**config.mk**
```make
export PLATFORM = sky130hd
export DESIGN_NAME = psdl_top
export DESIGN_NICKNAME = d
export VERILOG_FILES = /design/src/rtl/psdl_pkg.sv /design/src/rtl/psdl_derive.sv /design/src/rtl/psdl_top.sv
export SDC_FILE = /design/constraint.sdc
export NUM_CORES = 1
export LEC_CHECK = 0
export BUFFER_PORTS_ARGS = -buffer_cell sky130_fd_sc_hd__buf_2
export CELL_PAD_IN_SITES_DETAIL_PLACEMENT = 0
export CELL_PAD_IN_SITES_GLOBAL_PLACEMENT = 1
export CORE_AREA = 2 2 166 168
export CTS_BUF_LIST = sky130_fd_sc_hd__clkbuf_4
export DETAILED_ROUTE_END_ITERATION = 10
export DIE_AREA = 0 0 168 170
export PLACE_DENSITY_LB_ADDON = 0.1
export SETUP_SLACK_MARGIN = 0.5
export SLEW_MARGIN = 20
export SYNTH_ARGS = -nofsm -noshare
export SYNTH_HDL_FRONTEND = slang
export SYNTH_SLANG_ARGS = --single-unit
```
**constraint.sdc**
```tcl
create_clock -name I_CORE_CLK -period 7.84 [get_ports I_CORE_CLK]
set_input_delay 0.392 -clock I_CORE_CLK [delete_from_list [all_inputs] [get_ports I_CORE_CLK]]
set_output_delay 0.392 -clock I_CORE_CLK [all_outputs]
set_load 0.02 [all_outputs]
```
**src/rtl/psdl_pkg.sv**
```systemverilog
// Package for the port strap default loader: register map, field layout, strap defaults.
// Assumes a 32-bit AXI4-Lite register bus and a single core clock.
package psdl_pkg;

  // Register byte addresses.
  localparam logic [7:0] PSDL_ADDR_CTRL = 8'h00;
  localparam logic [7:0] PSDL_ADDR_STRAP_OVR = 8'h04;
  localparam logic [7:0] PSDL_ADDR_STATUS = 8'h08;
  localparam logic [7:0] PSDL_ADDR_P1_FLOWCTL = 8'h0C;
  localparam logic [7:0] PSDL_ADDR_P2_FLOWCTL = 8'h10;
  localparam logic [7:0] PSDL_ADDR_P2_BASIC = 8'h14;
  localparam logic [7:0] PSDL_ADDR_P2_ADVERT = 8'h18;
  localparam logic [7:0] PSDL_ADDR_P2_SPECIAL = 8'h1C;
  localparam logic [7:0] PSDL_ADDR_P1_ADVERT = 8'h20;

  // Control register fields.
  localparam int PSDL_CTRL_RELOAD_BIT = 0;
  localparam int PSDL_CTRL_XOVR_OVR_BIT = 1;

  // Manual flow-control register fields.
  localparam int PSDL_FC_BP_BIT = 0;
  localparam int PSDL_FC_RX_BIT = 1;
  localparam int PSDL_FC_TX_BIT = 2;
  localparam int PSDL_FC_MANUAL_BIT = 3;

  // Basic control fields.
  localparam int PSDL_BASIC_DUPLEX_BIT = 8;
  localparam int PSDL_BASIC_AN_BIT = 12;
  localparam int PSDL_BASIC_SPEED_BIT = 13;

  // Advertisement fields.
  localparam int PSDL_ADV_10HD_BIT = 5;
  localparam int PSDL_ADV_10FD_BIT = 6;
  localparam int PSDL_ADV_100HD_BIT = 7;
  localparam int PSDL_ADV_100FD_BIT = 8;
  localparam int PSDL_ADV_PAUSE_BIT = 10;
  localparam logic [4:0] PSDL_ADV_SELECTOR = 5'h01;

  // Special mode / crossover fields.
  localparam int PSDL_SPC_MODE_LSB = 0;
  localparam int PSDL_SPC_XOVR_AUTO_BIT = 4;
  localparam int PSDL_SPC_XOVR_CROSS_BIT = 5;

  // Status fields.
  localparam int PSDL_STAT_LOADED_BIT = 0;
  localparam int PSDL_STAT_EE_BIT = 1;

  // Operating select encodings.
  localparam logic [2:0] PSDL_MODE_10HD = 3'h0;
  localparam logic [2:0] PSDL_MODE_10FD = 3'h1;
  localparam logic [2:0] PSDL_MODE_100HD = 3'h2;
  localparam logic [2:0] PSDL_MODE_100FD = 3'h3;
  localparam logic [2:0] PSDL_MODE_AN_ALL = 3'h7;

  // Strap defaults when no pin or loader supplies a value.
  localparam logic PSDL_DEF_P1_MANUAL = 1'b0;
  localparam logic PSDL_DEF_P2_AUTO_XOVR = 1'b1;
  localparam logic PSDL_DEF_P2_MANUAL_XOVR = 1'b0;
  localparam logic PSDL_DEF_P2_AUTONEG = 1'b1;
  localparam logic PSDL_DEF_P2_SPEED = 1'b1;
  localparam logic PSDL_DEF_P2_DUPLEX = 1'b1;
  localparam logic PSDL_DEF_P2_BP = 1'b1;
  localparam logic PSDL_DEF_P2_FDFC = 1'b1;

  // AXI response codes.
  localparam logic [1:0] PSDL_RESP_OKAY = 2'h0;
  localparam logic [1:0] PSDL_RESP_SLVERR = 2'h2;

  // One set of soft strap values.
  typedef struct packed {
    logic p1_manual_flowctl_strap;
    logic p2_auto_xovr_strap;
    logic p2_manual_xovr_strap;
    logic p2_autoneg_strap;
    logic p2_speed_strap;
    logic p2_duplex_strap;
    logic p2_backpressure_strap;
    logic p2_fullduplex_flowctl_strap;
  } psdl_strap_type;

  localparam psdl_strap_type PSDL_STRAP_DEFAULT = '{
    PSDL_DEF_P1_MANUAL, PSDL_DEF_P2_AUTO_XOVR, PSDL_DEF_P2_MANUAL_XOVR,
    PSDL_DEF_P2_AUTONEG, PSDL_DEF_P2_SPEED, PSDL_DEF_P2_DUPLEX,
    PSDL_DEF_P2_BP, PSDL_DEF_P2_FDFC};

  // Derived register defaults.
  typedef struct packed {
    logic [15:0] p2_basic;
    logic [15:0] p2_advert;
    logic [15:0] p2_special;
    logic [15:0] p1_advert;
    logic [3:0] p1_flowctl;
    logic [3:0] p2_flowctl;
  } psdl_dflt_type;

endpackage

```
**src/rtl/psdl_derive.sv**
```systemverilog
// Combinational mapping from latched strap values to register defaults.
// Assumes the strap set is stable while the caller captures the result.
`timescale 1ns/1ps
module psdl_derive (
  input wire psdl_pkg::psdl_strap_type i_strap,
  output psdl_pkg::psdl_dflt_type o_dflt
);
  import psdl_pkg::*;

  // Builds every default word from the strap set.
  always_comb begin
    o_dflt = '0;
    // Manual select low keeps symmetric pause advertised; high clears it.
    o_dflt.p1_advert[PSDL_ADV_PAUSE_BIT] = ~i_strap.p1_manual_flowctl_strap;
    o_dflt.p1_advert[4:0] = PSDL_ADV_SELECTOR;
    o_dflt.p1_flowctl[PSDL_FC_MANUAL_BIT] = i_strap.p1_manual_flowctl_strap;
    o_dflt.p1_flowctl[PSDL_FC_TX_BIT] = 1'b1;
    o_dflt.p1_flowctl[PSDL_FC_RX_BIT] = 1'b1;
    o_dflt.p1_flowctl[PSDL_FC_BP_BIT] = 1'b1;
    // Port 2 basic control: negotiation, speed and duplex.
    o_dflt.p2_basic[PSDL_BASIC_AN_BIT] = i_strap.p2_autoneg_strap;
    o_dflt.p2_basic[PSDL_BASIC_SPEED_BIT] = i_strap.p2_speed_strap;
    o_dflt.p2_basic[PSDL_BASIC_DUPLEX_BIT] = i_strap.p2_duplex_strap;
    // Port 2 advertisement: 100 Mb abilities follow speed and duplex straps; 10 Mb ones are also set when negotiating.
    o_dflt.p2_advert[4:0] = PSDL_ADV_SELECTOR;
    o_dflt.p2_advert[PSDL_ADV_PAUSE_BIT] = 1'b1;
    o_dflt.p2_advert[PSDL_ADV_100FD_BIT] = i_strap.p2_speed_strap & i_strap.p2_duplex_strap;
    o_dflt.p2_advert[PSDL_ADV_100HD_BIT] = i_strap.p2_speed_strap;
    o_dflt.p2_advert[PSDL_ADV_10FD_BIT] = i_strap.p2_autoneg_strap
        | (~i_strap.p2_speed_strap & i_strap.p2_duplex_strap);
    o_dflt.p2_advert[PSDL_ADV_10HD_BIT] = i_strap.p2_autoneg_strap
        | ~i_strap.p2_speed_strap;
    // Operating select: all-capable when negotiating, else the forced mode.
    if (i_strap.p2_autoneg_strap) begin
      o_dflt.p2_special[PSDL_SPC_MODE_LSB +: 3] = PSDL_MODE_AN_ALL;
    end else begin
      case ({i_strap.p2_speed_strap, i_strap.p2_duplex_strap})
        2'h0: o_dflt.p2_special[PSDL_SPC_MODE_LSB +: 3] = PSDL_MODE_10HD;
        2'h1: o_dflt.p2_special[PSDL_SPC_MODE_LSB +: 3] = PSDL_MODE_10FD;
        2'h2: o_dflt.p2_special[PSDL_SPC_MODE_LSB +: 3] = PSDL_MODE_100HD;
        default: o_dflt.p2_special[PSDL_SPC_MODE_LSB +: 3] = PSDL_MODE_100FD;
      endcase
    end
    o_dflt.p2_special[PSDL_SPC_XOVR_AUTO_BIT] = i_strap.p2_auto_xovr_strap;
    o_dflt.p2_special[PSDL_SPC_XOVR_CROSS_BIT] = i_strap.p2_manual_xovr_strap;
    // Port 2 manual flow control defaults.
    o_dflt.p2_flowctl[PSDL_FC_BP_BIT] = i_strap.p2_backpressure_strap;
    o_dflt.p2_flowctl[PSDL_FC_TX_BIT] = i_strap.p2_fullduplex_flowctl_strap;
    o_dflt.p2_flowctl[PSDL_FC_RX_BIT] = i_strap.p2_fullduplex_flowctl_strap;
    o_dflt.p2_flowctl[PSDL_FC_MANUAL_BIT] = 1'b0;
  end

endmodule

```
**src/rtl/psdl_top.sv**
```systemverilog
// Soft strap default loader: latches straps, derives PHY and flow-control defaults,
// and exposes them through AXI4-Lite registers and decoded outputs.
// Assumes strap pins settle during reset
// and a one-cycle loader valid pulse.
//
// Chosen here: the register offsets and register access over AXI4-Lite.
`timescale 1ns/1ps
module psdl_top (
  input wire logic I_CORE_CLK,
  input wire logic I_RST_B,
  input wire psdl_pkg::psdl_strap_type I_STRAP_PINS,
  input wire psdl_pkg::psdl_strap_type I_EE_STRAP,
  input wire logic I_EE_STRAP_VALID,
  input wire logic [7:0] I_AWADDR,
  input wire logic I_AWVALID,
  output logic O_AWREADY,
  input wire logic [31:0] I_WDATA,
  input wire logic [3:0] I_WSTRB,
  input wire logic I_WVALID,
  output logic O_WREADY,
  output logic [1:0] O_BRESP,
  output logic O_BVALID,
  input wire logic I_BREADY,
  input wire logic [7:0] I_ARADDR,
  input wire logic I_ARVALID,
  output logic O_ARREADY,
  output logic [31:0] O_RDATA,
  output logic [1:0] O_RRESP,
  output logic O_RVALID,
  input wire logic I_RREADY,
  output logic O_DEFAULTS_LOADED,
  output logic O_P2_AUTO_XOVR_EN,
  output logic O_P2_XOVR_CROSSED,
  output logic O_P1_PAUSE_BY_AN,
  output logic O_P1_TX_PAUSE_EN,
  output logic O_P1_RX_PAUSE_EN
);
  import psdl_pkg::*;

  ////////////////////////////////////////////////////////////////////////////////
  // Reset synchroniser.

  logic rst_meta_ff;
  logic rst_sync_ff;
  logic rst_n;

  // Two flops release the asynchronous reset cleanly.
  always_ff @(posedge I_CORE_CLK or negedge I_RST_B) begin
    if (!I_RST_B) begin
      rst_meta_ff <= 1'b0;
      rst_sync_ff <= 1'b0;
    end else begin
      rst_meta_ff <= 1'b1;
      rst_sync_ff <= rst_meta_ff;
    end
  end
  assign rst_n = rst_sync_ff;

  ////////////////////////////////////////////////////////////////////////////////
  // Strap capture and load sequencing.

  typedef enum logic [1:0] {PSDL_ST_SAMPLE, PSDL_ST_LOAD, PSDL_ST_RUN} psdl_state_type;

  psdl_state_type state_ff;
  psdl_strap_type strap_ff;
  logic ee_used_ff;
  logic load_pulse;
  logic reload_req;
  psdl_dflt_type dflt;

  // Loads happen in the cycle after a strap set is captured.
  assign load_pulse = (state_ff == PSDL_ST_LOAD);

  // Pins sampled after reset; loader sets replace them.
  always_ff @(posedge I_CORE_CLK or negedge rst_n) begin
    if (!rst_n) begin
      state_ff <= PSDL_ST_SAMPLE;
      strap_ff <= PSDL_STRAP_DEFAULT;
      ee_used_ff <= 1'b0;
    end else begin
      case (state_ff)
        PSDL_ST_SAMPLE: begin
          strap_ff <= I_STRAP_PINS;
          state_ff <= PSDL_ST_LOAD;
        end
        PSDL_ST_LOAD: begin
          state_ff <= PSDL_ST_RUN;
        end
        default: begin
          if (I_EE_STRAP_VALID) begin
            strap_ff <= I_EE_STRAP;
            ee_used_ff <= 1'b1;
            state_ff <= PSDL_ST_LOAD;
          end else if (reload_req) begin
            strap_ff <= I_STRAP_PINS;
            ee_used_ff <= 1'b0;
            state_ff <= PSDL_ST_LOAD;
          end
        end
      endcase
    end
  end

  // Strap to default mapping.
  psdl_derive u_derive (
    .i_strap(strap_ff),
    .o_dflt(dflt)
  );

  ////////////////////////////////////////////////////////////////////////////////
  // AXI4-Lite write channel.

  logic aw_held_ff;
  logic [7:0] aw_addr_ff;
  logic w_held_ff;
  logic [31:0] w_data_ff;
  logic [3:0] w_strb_ff;
  logic bvalid_ff;
  logic [1:0] bresp_ff;
  logic wr_fire;
  logic wr_hit;
  logic [31:0] wmask;

  assign O_AWREADY = ~aw_held_ff & ~bvalid_ff;
  assign O_WREADY = ~w_held_ff & ~bvalid_ff;
  assign wr_fire = aw_held_ff & w_held_ff & ~bvalid_ff;
  assign wmask = {{8{w_strb_ff[3]}}, {8{w_strb_ff[2]}}, {8{w_strb_ff[1]}}, {8{w_strb_ff[0]}}};

  // Address and data taken in either order.
  always_ff @(posedge I_CORE_CLK or negedge rst_n) begin
    if (!rst_n) begin
      aw_held_ff <= 1'b0;
      aw_addr_ff <= 8'h00;
      w_held_ff <= 1'b0;
      w_data_ff <= 32'h0000_0000;
      w_strb_ff <= 4'h0;
    end else begin
      if (I_AWVALID && O_AWREADY) begin
        aw_held_ff <= 1'b1;
        aw_addr_ff <= I_AWADDR;
      end else if (wr_fire) begin
        aw_held_ff <= 1'b0;
      end
      if (I_WVALID && O_WREADY) begin
        w_held_ff <= 1'b1;
        w_data_ff <= I_WDATA;
        w_strb_ff <= I_WSTRB;
      end else if (wr_fire) begin
        w_held_ff <= 1'b0;
      end
    end
  end

  // Write response, error for unmapped or read-only addresses.
  always_ff @(posedge I_CORE_CLK or negedge rst_n) begin
    if (!rst_n) begin
      bvalid_ff <= 1'b0;
      bresp_ff <= PSDL_RESP_OKAY;
    end else if (wr_fire) begin
      bvalid_ff <= 1'b1;
      bresp_ff <= wr_hit ? PSDL_RESP_OKAY : PSDL_RESP_SLVERR;
    end else if (I_BREADY) begin
      bvalid_ff <= 1'b0;
    end
  end
  assign O_BVALID = bvalid_ff;
  assign O_BRESP = bresp_ff;

  ////////////////////////////////////////////////////////////////////////////////
  // Register file.

  logic [31:0] ctrl_ff;
  logic [31:0] strap_ovr_ff;
  logic [3:0] p1_fc_ff;
  logic [3:0] p2_fc_ff;
  logic [15:0] p2_basic_ff;
  logic [15:0] p2_adv_ff;
  logic [15:0] p2_spc_ff;
  logic [15:0] p1_adv_ff;
  logic [31:0] nxt_wr;

  // Address decode for writable registers.
  always_comb begin
    wr_hit = 1'b1;
    if (aw_addr_ff == PSDL_ADDR_CTRL) begin
      wr_hit = 1'b1;
    end else if (aw_addr_ff == PSDL_ADDR_STRAP_OVR) begin
      wr_hit = 1'b1;
    end else if (aw_addr_ff == PSDL_ADDR_P1_FLOWCTL) begin
      wr_hit = 1'b1;
    end else if (aw_addr_ff == PSDL_ADDR_P2_FLOWCTL) begin
      wr_hit = 1'b1;
    end else if (aw_addr_ff == PSDL_ADDR_P2_BASIC) begin
      wr_hit = 1'b1;
    end else if (aw_addr_ff == PSDL_ADDR_P2_ADVERT) begin
      wr_hit = 1'b1;
    end else if (aw_addr_ff == PSDL_ADDR_P2_SPECIAL) begin
      wr_hit = 1'b1;
    end else if (aw_addr_ff == PSDL_ADDR_P1_ADVERT) begin
      wr_hit = 1'b1;
    end else begin
      wr_hit = 1'b0;
    end
  end

  // Merged write value, shared by all registers through the byte strobes.
  function automatic logic [31:0] psdl_merge(input logic [31:0] old_val,
                                             input logic [31:0] new_val,
                                             input logic [31:0] mask);
    psdl_merge = (old_val & ~mask) | (new_val & mask);
  endfunction
  assign nxt_wr = w_data_ff;

  // Control register; the reload bit self-clears.
  always_ff @(posedge I_CORE_CLK or negedge rst_n) begin
    if (!rst_n) begin
      ctrl_ff <= 32'h0000_0000;
      strap_ovr_ff <= 32'h0000_0000;
    end else if (wr_fire && aw_addr_ff == PSDL_ADDR_CTRL) begin
      ctrl_ff <= psdl_merge(ctrl_ff, nxt_wr, wmask);
    end else begin
      ctrl_ff[PSDL_CTRL_RELOAD_BIT] <= 1'b0;
      if (wr_fire && aw_addr_ff == PSDL_ADDR_STRAP_OVR) begin
        strap_ovr_ff <= psdl_merge(strap_ovr_ff, nxt_wr, wmask);
      end
    end
  end
  assign reload_req = ctrl_ff[PSDL_CTRL_RELOAD_BIT];

  // Defaults reload on every strap load; software writes follow.
  always_ff @(posedge I_CORE_CLK or negedge rst_n) begin
    if (!rst_n) begin
      p1_fc_ff <= 4'h0;
      p2_fc_ff <= 4'h0;
      p2_basic_ff <= 16'h0000;
      p2_adv_ff <= 16'h0000;
      p2_spc_ff <= 16'h0000;
      p1_adv_ff <= 16'h0000;
    end else if (load_pulse) begin
      p1_fc_ff <= dflt.p1_flowctl;
      p2_fc_ff <= dflt.p2_flowctl;
      p2_basic_ff <= dflt.p2_basic;
      p2_adv_ff <= dflt.p2_advert;
      p2_spc_ff <= dflt.p2_special;
      p1_adv_ff <= dflt.p1_advert;
    end else if (wr_fire) begin
      if (aw_addr_ff == PSDL_ADDR_P1_FLOWCTL) begin
        p1_fc_ff <= 4'(psdl_merge({28'h0, p1_fc_ff}, nxt_wr, wmask));
      end else if (aw_addr_ff == PSDL_ADDR_P2_FLOWCTL) begin
        p2_fc_ff <= 4'(psdl_merge({28'h0, p2_fc_ff}, nxt_wr, wmask));
      end else if (aw_addr_ff == PSDL_ADDR_P2_BASIC) begin
        p2_basic_ff <= 16'(psdl_merge({16'h0, p2_basic_ff}, nxt_wr, wmask));
      end else if (aw_addr_ff == PSDL_ADDR_P2_ADVERT) begin
        p2_adv_ff <= 16'(psdl_merge({16'h0, p2_adv_ff}, nxt_wr, wmask));
      end else if (aw_addr_ff == PSDL_ADDR_P2_SPECIAL) begin
        p2_spc_ff <= 16'(psdl_merge({16'h0, p2_spc_ff}, nxt_wr, wmask));
      end else if (aw_addr_ff == PSDL_ADDR_P1_ADVERT) begin
        p1_adv_ff <= 16'(psdl_merge({16'h0, p1_adv_ff}, nxt_wr, wmask));
      end
    end
  end

  ////////////////////////////////////////////////////////////////////////////////
  // Crossover and flow-control decode.

  logic xovr_ovr;
  logic nxt_auto_xovr;
  logic nxt_crossed;
  logic loaded_ff;

  assign xovr_ovr = ctrl_ff[PSDL_CTRL_XOVR_OVR_BIT];

  // Override selects software bits; otherwise the port 2 special register bits decide.
  always_comb begin
    if (xovr_ovr) begin
      nxt_auto_xovr = strap_ovr_ff[PSDL_SPC_XOVR_AUTO_BIT];
      nxt_crossed = strap_ovr_ff[PSDL_SPC_XOVR_CROSS_BIT];
    end else begin
      nxt_auto_xovr = p2_spc_ff[PSDL_SPC_XOVR_AUTO_BIT];
      nxt_crossed = ~p2_spc_ff[PSDL_SPC_XOVR_AUTO_BIT]
          & p2_spc_ff[PSDL_SPC_XOVR_CROSS_BIT];
    end
  end

  // Decoded outputs are registered and valid once the first load completes.
  always_ff @(posedge I_CORE_CLK or negedge rst_n) begin
    if (!rst_n) begin
      loaded_ff <= 1'b0;
      O_P2_AUTO_XOVR_EN <= 1'b0;
      O_P2_XOVR_CROSSED <= 1'b0;
      O_P1_PAUSE_BY_AN <= 1'b0;
      O_P1_TX_PAUSE_EN <= 1'b0;
      O_P1_RX_PAUSE_EN <= 1'b0;
    end else begin
      if (state_ff == PSDL_ST_RUN) begin
        loaded_ff <= 1'b1;
      end
      O_P2_AUTO_XOVR_EN <= nxt_auto_xovr;
      O_P2_XOVR_CROSSED <= nxt_crossed;
      O_P1_PAUSE_BY_AN <= ~p1_fc_ff[PSDL_FC_MANUAL_BIT];
      O_P1_TX_PAUSE_EN <= p1_fc_ff[PSDL_FC_MANUAL_BIT] & p1_fc_ff[PSDL_FC_TX_BIT];
      O_P1_RX_PAUSE_EN <= p1_fc_ff[PSDL_FC_MANUAL_BIT] & p1_fc_ff[PSDL_FC_RX_BIT];
    end
  end
  assign O_DEFAULTS_LOADED = loaded_ff;

  ////////////////////////////////////////////////////////////////////////////////
  // AXI4-Lite read channel.

  logic rvalid_ff;
  logic [31:0] rdata_ff;
  logic [1:0] rresp_ff;
  logic [31:0] nxt_rdata;
  logic rd_hit;

  assign O_ARREADY = ~rvalid_ff;

  // Read multiplexer; unmapped addresses read zero with an error.
  always_comb begin
    nxt_rdata = 32'h0000_0000;
    rd_hit = 1'b1;
    if (I_ARADDR == PSDL_ADDR_CTRL) begin
      nxt_rdata = ctrl_ff;
    end else if (I_ARADDR == PSDL_ADDR_STRAP_OVR) begin
      nxt_rdata = strap_ovr_ff;
    end else if (I_ARADDR == PSDL_ADDR_STATUS) begin
      nxt_rdata[PSDL_STAT_LOADED_BIT] = loaded_ff;
      nxt_rdata[PSDL_STAT_EE_BIT] = ee_used_ff;
      nxt_rdata[15:8] = strap_ff;
    end else if (I_ARADDR == PSDL_ADDR_P1_FLOWCTL) begin
      nxt_rdata[3:0] = p1_fc_ff;
    end else if (I_ARADDR == PSDL_ADDR_P2_FLOWCTL) begin
      nxt_rdata[3:0] = p2_fc_ff;
    end else if (I_ARADDR == PSDL_ADDR_P2_BASIC) begin
      nxt_rdata[15:0] = p2_basic_ff;
    end else if (I_ARADDR == PSDL_ADDR_P2_ADVERT) begin
      nxt_rdata[15:0] = p2_adv_ff;
    end else if (I_ARADDR == PSDL_ADDR_P2_SPECIAL) begin
      nxt_rdata[15:0] = p2_spc_ff;
    end else if (I_ARADDR == PSDL_ADDR_P1_ADVERT) begin
      nxt_rdata[15:0] = p1_adv_ff;
    end else begin
      rd_hit = 1'b0;
    end
  end

  // Read data is registered one cycle after the address is taken.
  always_ff @(posedge I_CORE_CLK or negedge rst_n) begin
    if (!rst_n) begin
      rvalid_ff <= 1'b0;
      rdata_ff <= 32'h0000_0000;
      rresp_ff <= PSDL_RESP_OKAY;
    end else if (I_ARVALID && O_ARREADY) begin
      rvalid_ff <= 1'b1;
      rdata_ff <= nxt_rdata;
      rresp_ff <= rd_hit ? PSDL_RESP_OKAY : PSDL_RESP_SLVERR;
    end else if (I_RREADY) begin
      rvalid_ff <= 1'b0;
    end
  end
  assign O_RVALID = rvalid_ff;
  assign O_RDATA = rdata_ff;
  assign O_RRESP = rresp_ff;

endmodule

```
==> results.json <==
{
  "synth_cell_types": 64,
  "ant_nets": 0,
  "cts.path.max_buffers": 3,
  "crit_arrival_ns": 3.13,
  "rsz0062_at_grt": "no",
  "num_rows": 60,
  "holdPathEnd": "strap_ff[0]$_DFFE_PN1P_",
  "vias_per_cell": 5.25,
  "synthAdderAreaFrac": 0,
  "final_hold_viol_count": 0,
  "synth-simple-area-share": 0.126,
  "finalCritPeriodShare": 0.328,
  "min_from": "I_EE_STRAP[0]",
  "fp.dieH_um": 170,
  "criticalPathCategory": "reg2reg",
  "power.share.sequential": 0.471,
  "synth_top_family_by_area": "multiplexers",
  "cts.clk_slew.worst_paths_ns": 0.06,
  "portBuffers": 120,
  "h-tree-depth": 3,
  "multi_input_area_mm2": 0.00460,
  "cts_sinks": 237,
  "final_cell_mix": "dfrtp_1, buf_2, clkbuf_4",
  "worst_pin_slew_ns": 1.01,
  "relSlewSlack": 0.330,
  "clock.fmax_mhz": 389,
  "switchingPower_w": 0.00134,
  "synth.area.mux_share": 0.183,
  "dr.pass1.iters": 4,
  "dr.first_iter.drc_count": 462,
  "grt_pass1_vias": 8225,
  "hpwlAfterDp_um": 18200,
  "synth-main-ff-cell": "dfrtp_1",
  "p_clk_frac": 0.314,
  "min_path_type": "in2reg",
  "start_util": 0.406,
  "pwr-share-comb": 0.215,
  "p_int_w": 0.00261,
  "final_common_cell": "dfrtp_1",
  "fill_cells": 2480,
  "synth_xor_area_frac": 0,
  "grt_max_degree": 164,
  "wl_per_cell_um": 19.1,
  "synth-compound-area-share": 0.113,
  "ys_seq_elements": 237,
  "area_growth_pct": 22.5,
  "gp_routability_congestion": 0.790,
  "drv_slew": 0,
  "p_leak_nw": 6.30,
  "pin_count": 123,
  "drive_above_1_share": 0.343,
  "synth_edf_count": 0,
  "holdPathStages": 3,
  "nets": 1203,
  "syn_avg_cell_area_um2": 11.7,
  "die_area_mm2": 0.0286,
  "final_util": 0.497,
  "worstPathMaxFanout": 7,
  "fin_skew_ns": 0.0460,
  "ctsResizeCount": 0,
  "status": "completed",
  "fin_setup_tns_ns": 0,
  "cts_buffers": 71,
  "clockRootBuffer": "clkbuf_4",
  "ir_drop_v": 0.000203,
  "ys_warn_count": 0,
  "regArea_mm2": 0.00594,
  "routed_wl_um": 29100,
  "end_kind": "flip-flop",
  "finalSetupViolations": 0,
  "antenna_found_initial": 1,
  "grt_pass1_wl_um": 46500,
  "ff2ff_path_depth": 5,
  "regToRegSetupSlack_ns": 5.27,
  "swShare": 0.338,
  "clock_latency_ns": 0.70,
  "grt-ovfl-total": 0,
  "syn_inst": 920,
  "p_per_area_mw_per_mm2": 298,
  "finalCriticalPeriod_ns": 2.57,
  "grt_use_total": 0.211,
  "async_flop_share": 1.00,
  "cts_tree": "done",
  "maxCapViolations": 0,
  "syn_area_mm2": 0.0108,
  "reg2reg_from": "O_BVALID$_DFFE_PN0P_",
  "crit_required_ns": 8.40,
  "ys_seq_area_frac": 0.549,
  "core-area_mm2": 0.0267,
  "critPathLaunchType": "flip-flop",
  "die_width_um": 168,
  "vias": 7977,
  "drc": 0
}
==> routing by layer <==
layer / vias to the layer above / GRT usage / routed length [um]
li1: 3785 / - / -
met1: 3929 / 0.296 / 14100
met2: 216 / 0.327 / 13000
met3: 47 / 0.0486 / 1440
met4: 0 / 0.0647 / 553
met5: - / 0 / 0
==> cell usage after synthesis, types with 4 or more instances <==
cell type | instances | area (um^2)
buf_2 | 8 | 40.0
o221a_2 | 6 | 67.6
a2bb2oi_1 | 7 | 61.3
a221o_2 | 10 | 113
nand3b_1 | 4 | 30.0
dfrtp_1 | 231 | 5780
o22ai_1 | 7 | 43.8
a221oi_1 | 6 | 52.6
dfstp_2 | 6 | 158
nor2_1 | 78 | 293
clkbuf_1 | 36 | 135
nor2b_1 | 24 | 150
nand2_1 | 53 | 199
nand2b_1 | 22 | 138
a21oi_1 | 51 | 255
nor3_4 | 5 | 81.3
a31oi_1 | 6 | 37.5
nand2_4 | 4 | 45.0
mux2_2 | 106 | 1190
a22oi_1 | 6 | 45.0
mux2i_1 | 74 | 741
o311ai_0 | 4 | 35.0
nand3_1 | 10 | 50.1
and2_1 | 9 | 56.3
o21ai_0 | 42 | 210
inv_1 | 14 | 52.6
o221ai_1 | 6 | 52.6
buf_1 | 6 | 22.5
a221o_1 | 6 | 60.1
a211oi_1 | 4 | 30.0
mux2_1 | 4 | 45.0
nor3_1 | 14 | 70.1
==> metrics by stage <==
step	hold slack, ns	worst slack (ns)	instance area, um^2	instances	power [W]
5_1_grt	0.0128	5.11	13200	1520	0.00421
2_1_floorplan	0.0964	0.757	10800	921	0.00239
3_5_place_dp	0.180	4.99	11700	1333	0.00272
4_1_cts	0.000224	5.18	13200	1518	0.00401
6_report	0.0214	5.27	13200	1520	0.00395
3_3_place_gp	0.178	5.01	11700	1333	0.00271
==> logic make-up after synthesis <==
logic type	Yosys count
flops	237
compound gates	179
other cells	2
buf+inv	70
simple gates	248
mux	184
==> worst max-delay path: stages, from the launching register on <==
cell and delay, ns:
dfrtp_1 0.42, and3b_1 0.33, nand2_1 0.20, nor4_2 0.60
nand2_1 0.46, mux2_1 0.43
==> worst max path at each step <==
stage	to	slack, ns	start	cells past startpoint
floorplan	O_BRESP[1]$_DFFE_PN0P_	0.76	rst_n$_DFF_PN0_	0
global placement	O_RDATA[15]$_DFFE_PN0P_	5.01	I_ARADDR[1]	7
detailed placement	O_RDATA[15]$_DFFE_PN0P_	4.99	I_ARADDR[1]	7
CTS	flip-flop	5.18	O_BVALID$_DFFE_PN0P_	5
global route	flip-flop	5.11	O_BVALID$_DFFE_PN0P_	5
finish	flip-flop	5.27	O_BVALID$_DFFE_PN0P_	5
==> what timing repair did <==
action,CTS,global route
hold buffers,61,0
setup buffers,0,0
endpoints found under the hold margin,57,0
==> layout make-up <==
| type | instances | share of cell area |
|---|---|---|
| clock buffers | 110 | 0.0623 |
| well taps | 341 | 0.0322 |
| repair buffers | 189 | 0.0972 |
| multi-input cells | 614 | 0.347 |
| clock inverters | 14 | 0.00850 |
| flip-flops and latches | 237 | 0.449 |
| diodes | 1 | 0.000189 |
| inverters | 14 | 0.00397 |
==> power groups by stage <==
stage	Combinational, W	Sequential (W)	Clock [W]
2_1_floorplan	0.000617	0.00177	0
3_3_place_gp	0.000821	0.00189	0
3_5_place_dp	0.000829	0.00189	0
4_1_cts	0.000861	0.00187	0.00128
5_1_grt	0.000943	0.00191	0.00136
6_report	0.000849	0.00186	0.00124
Note: power is estimated with default switching activity, not from simulation.
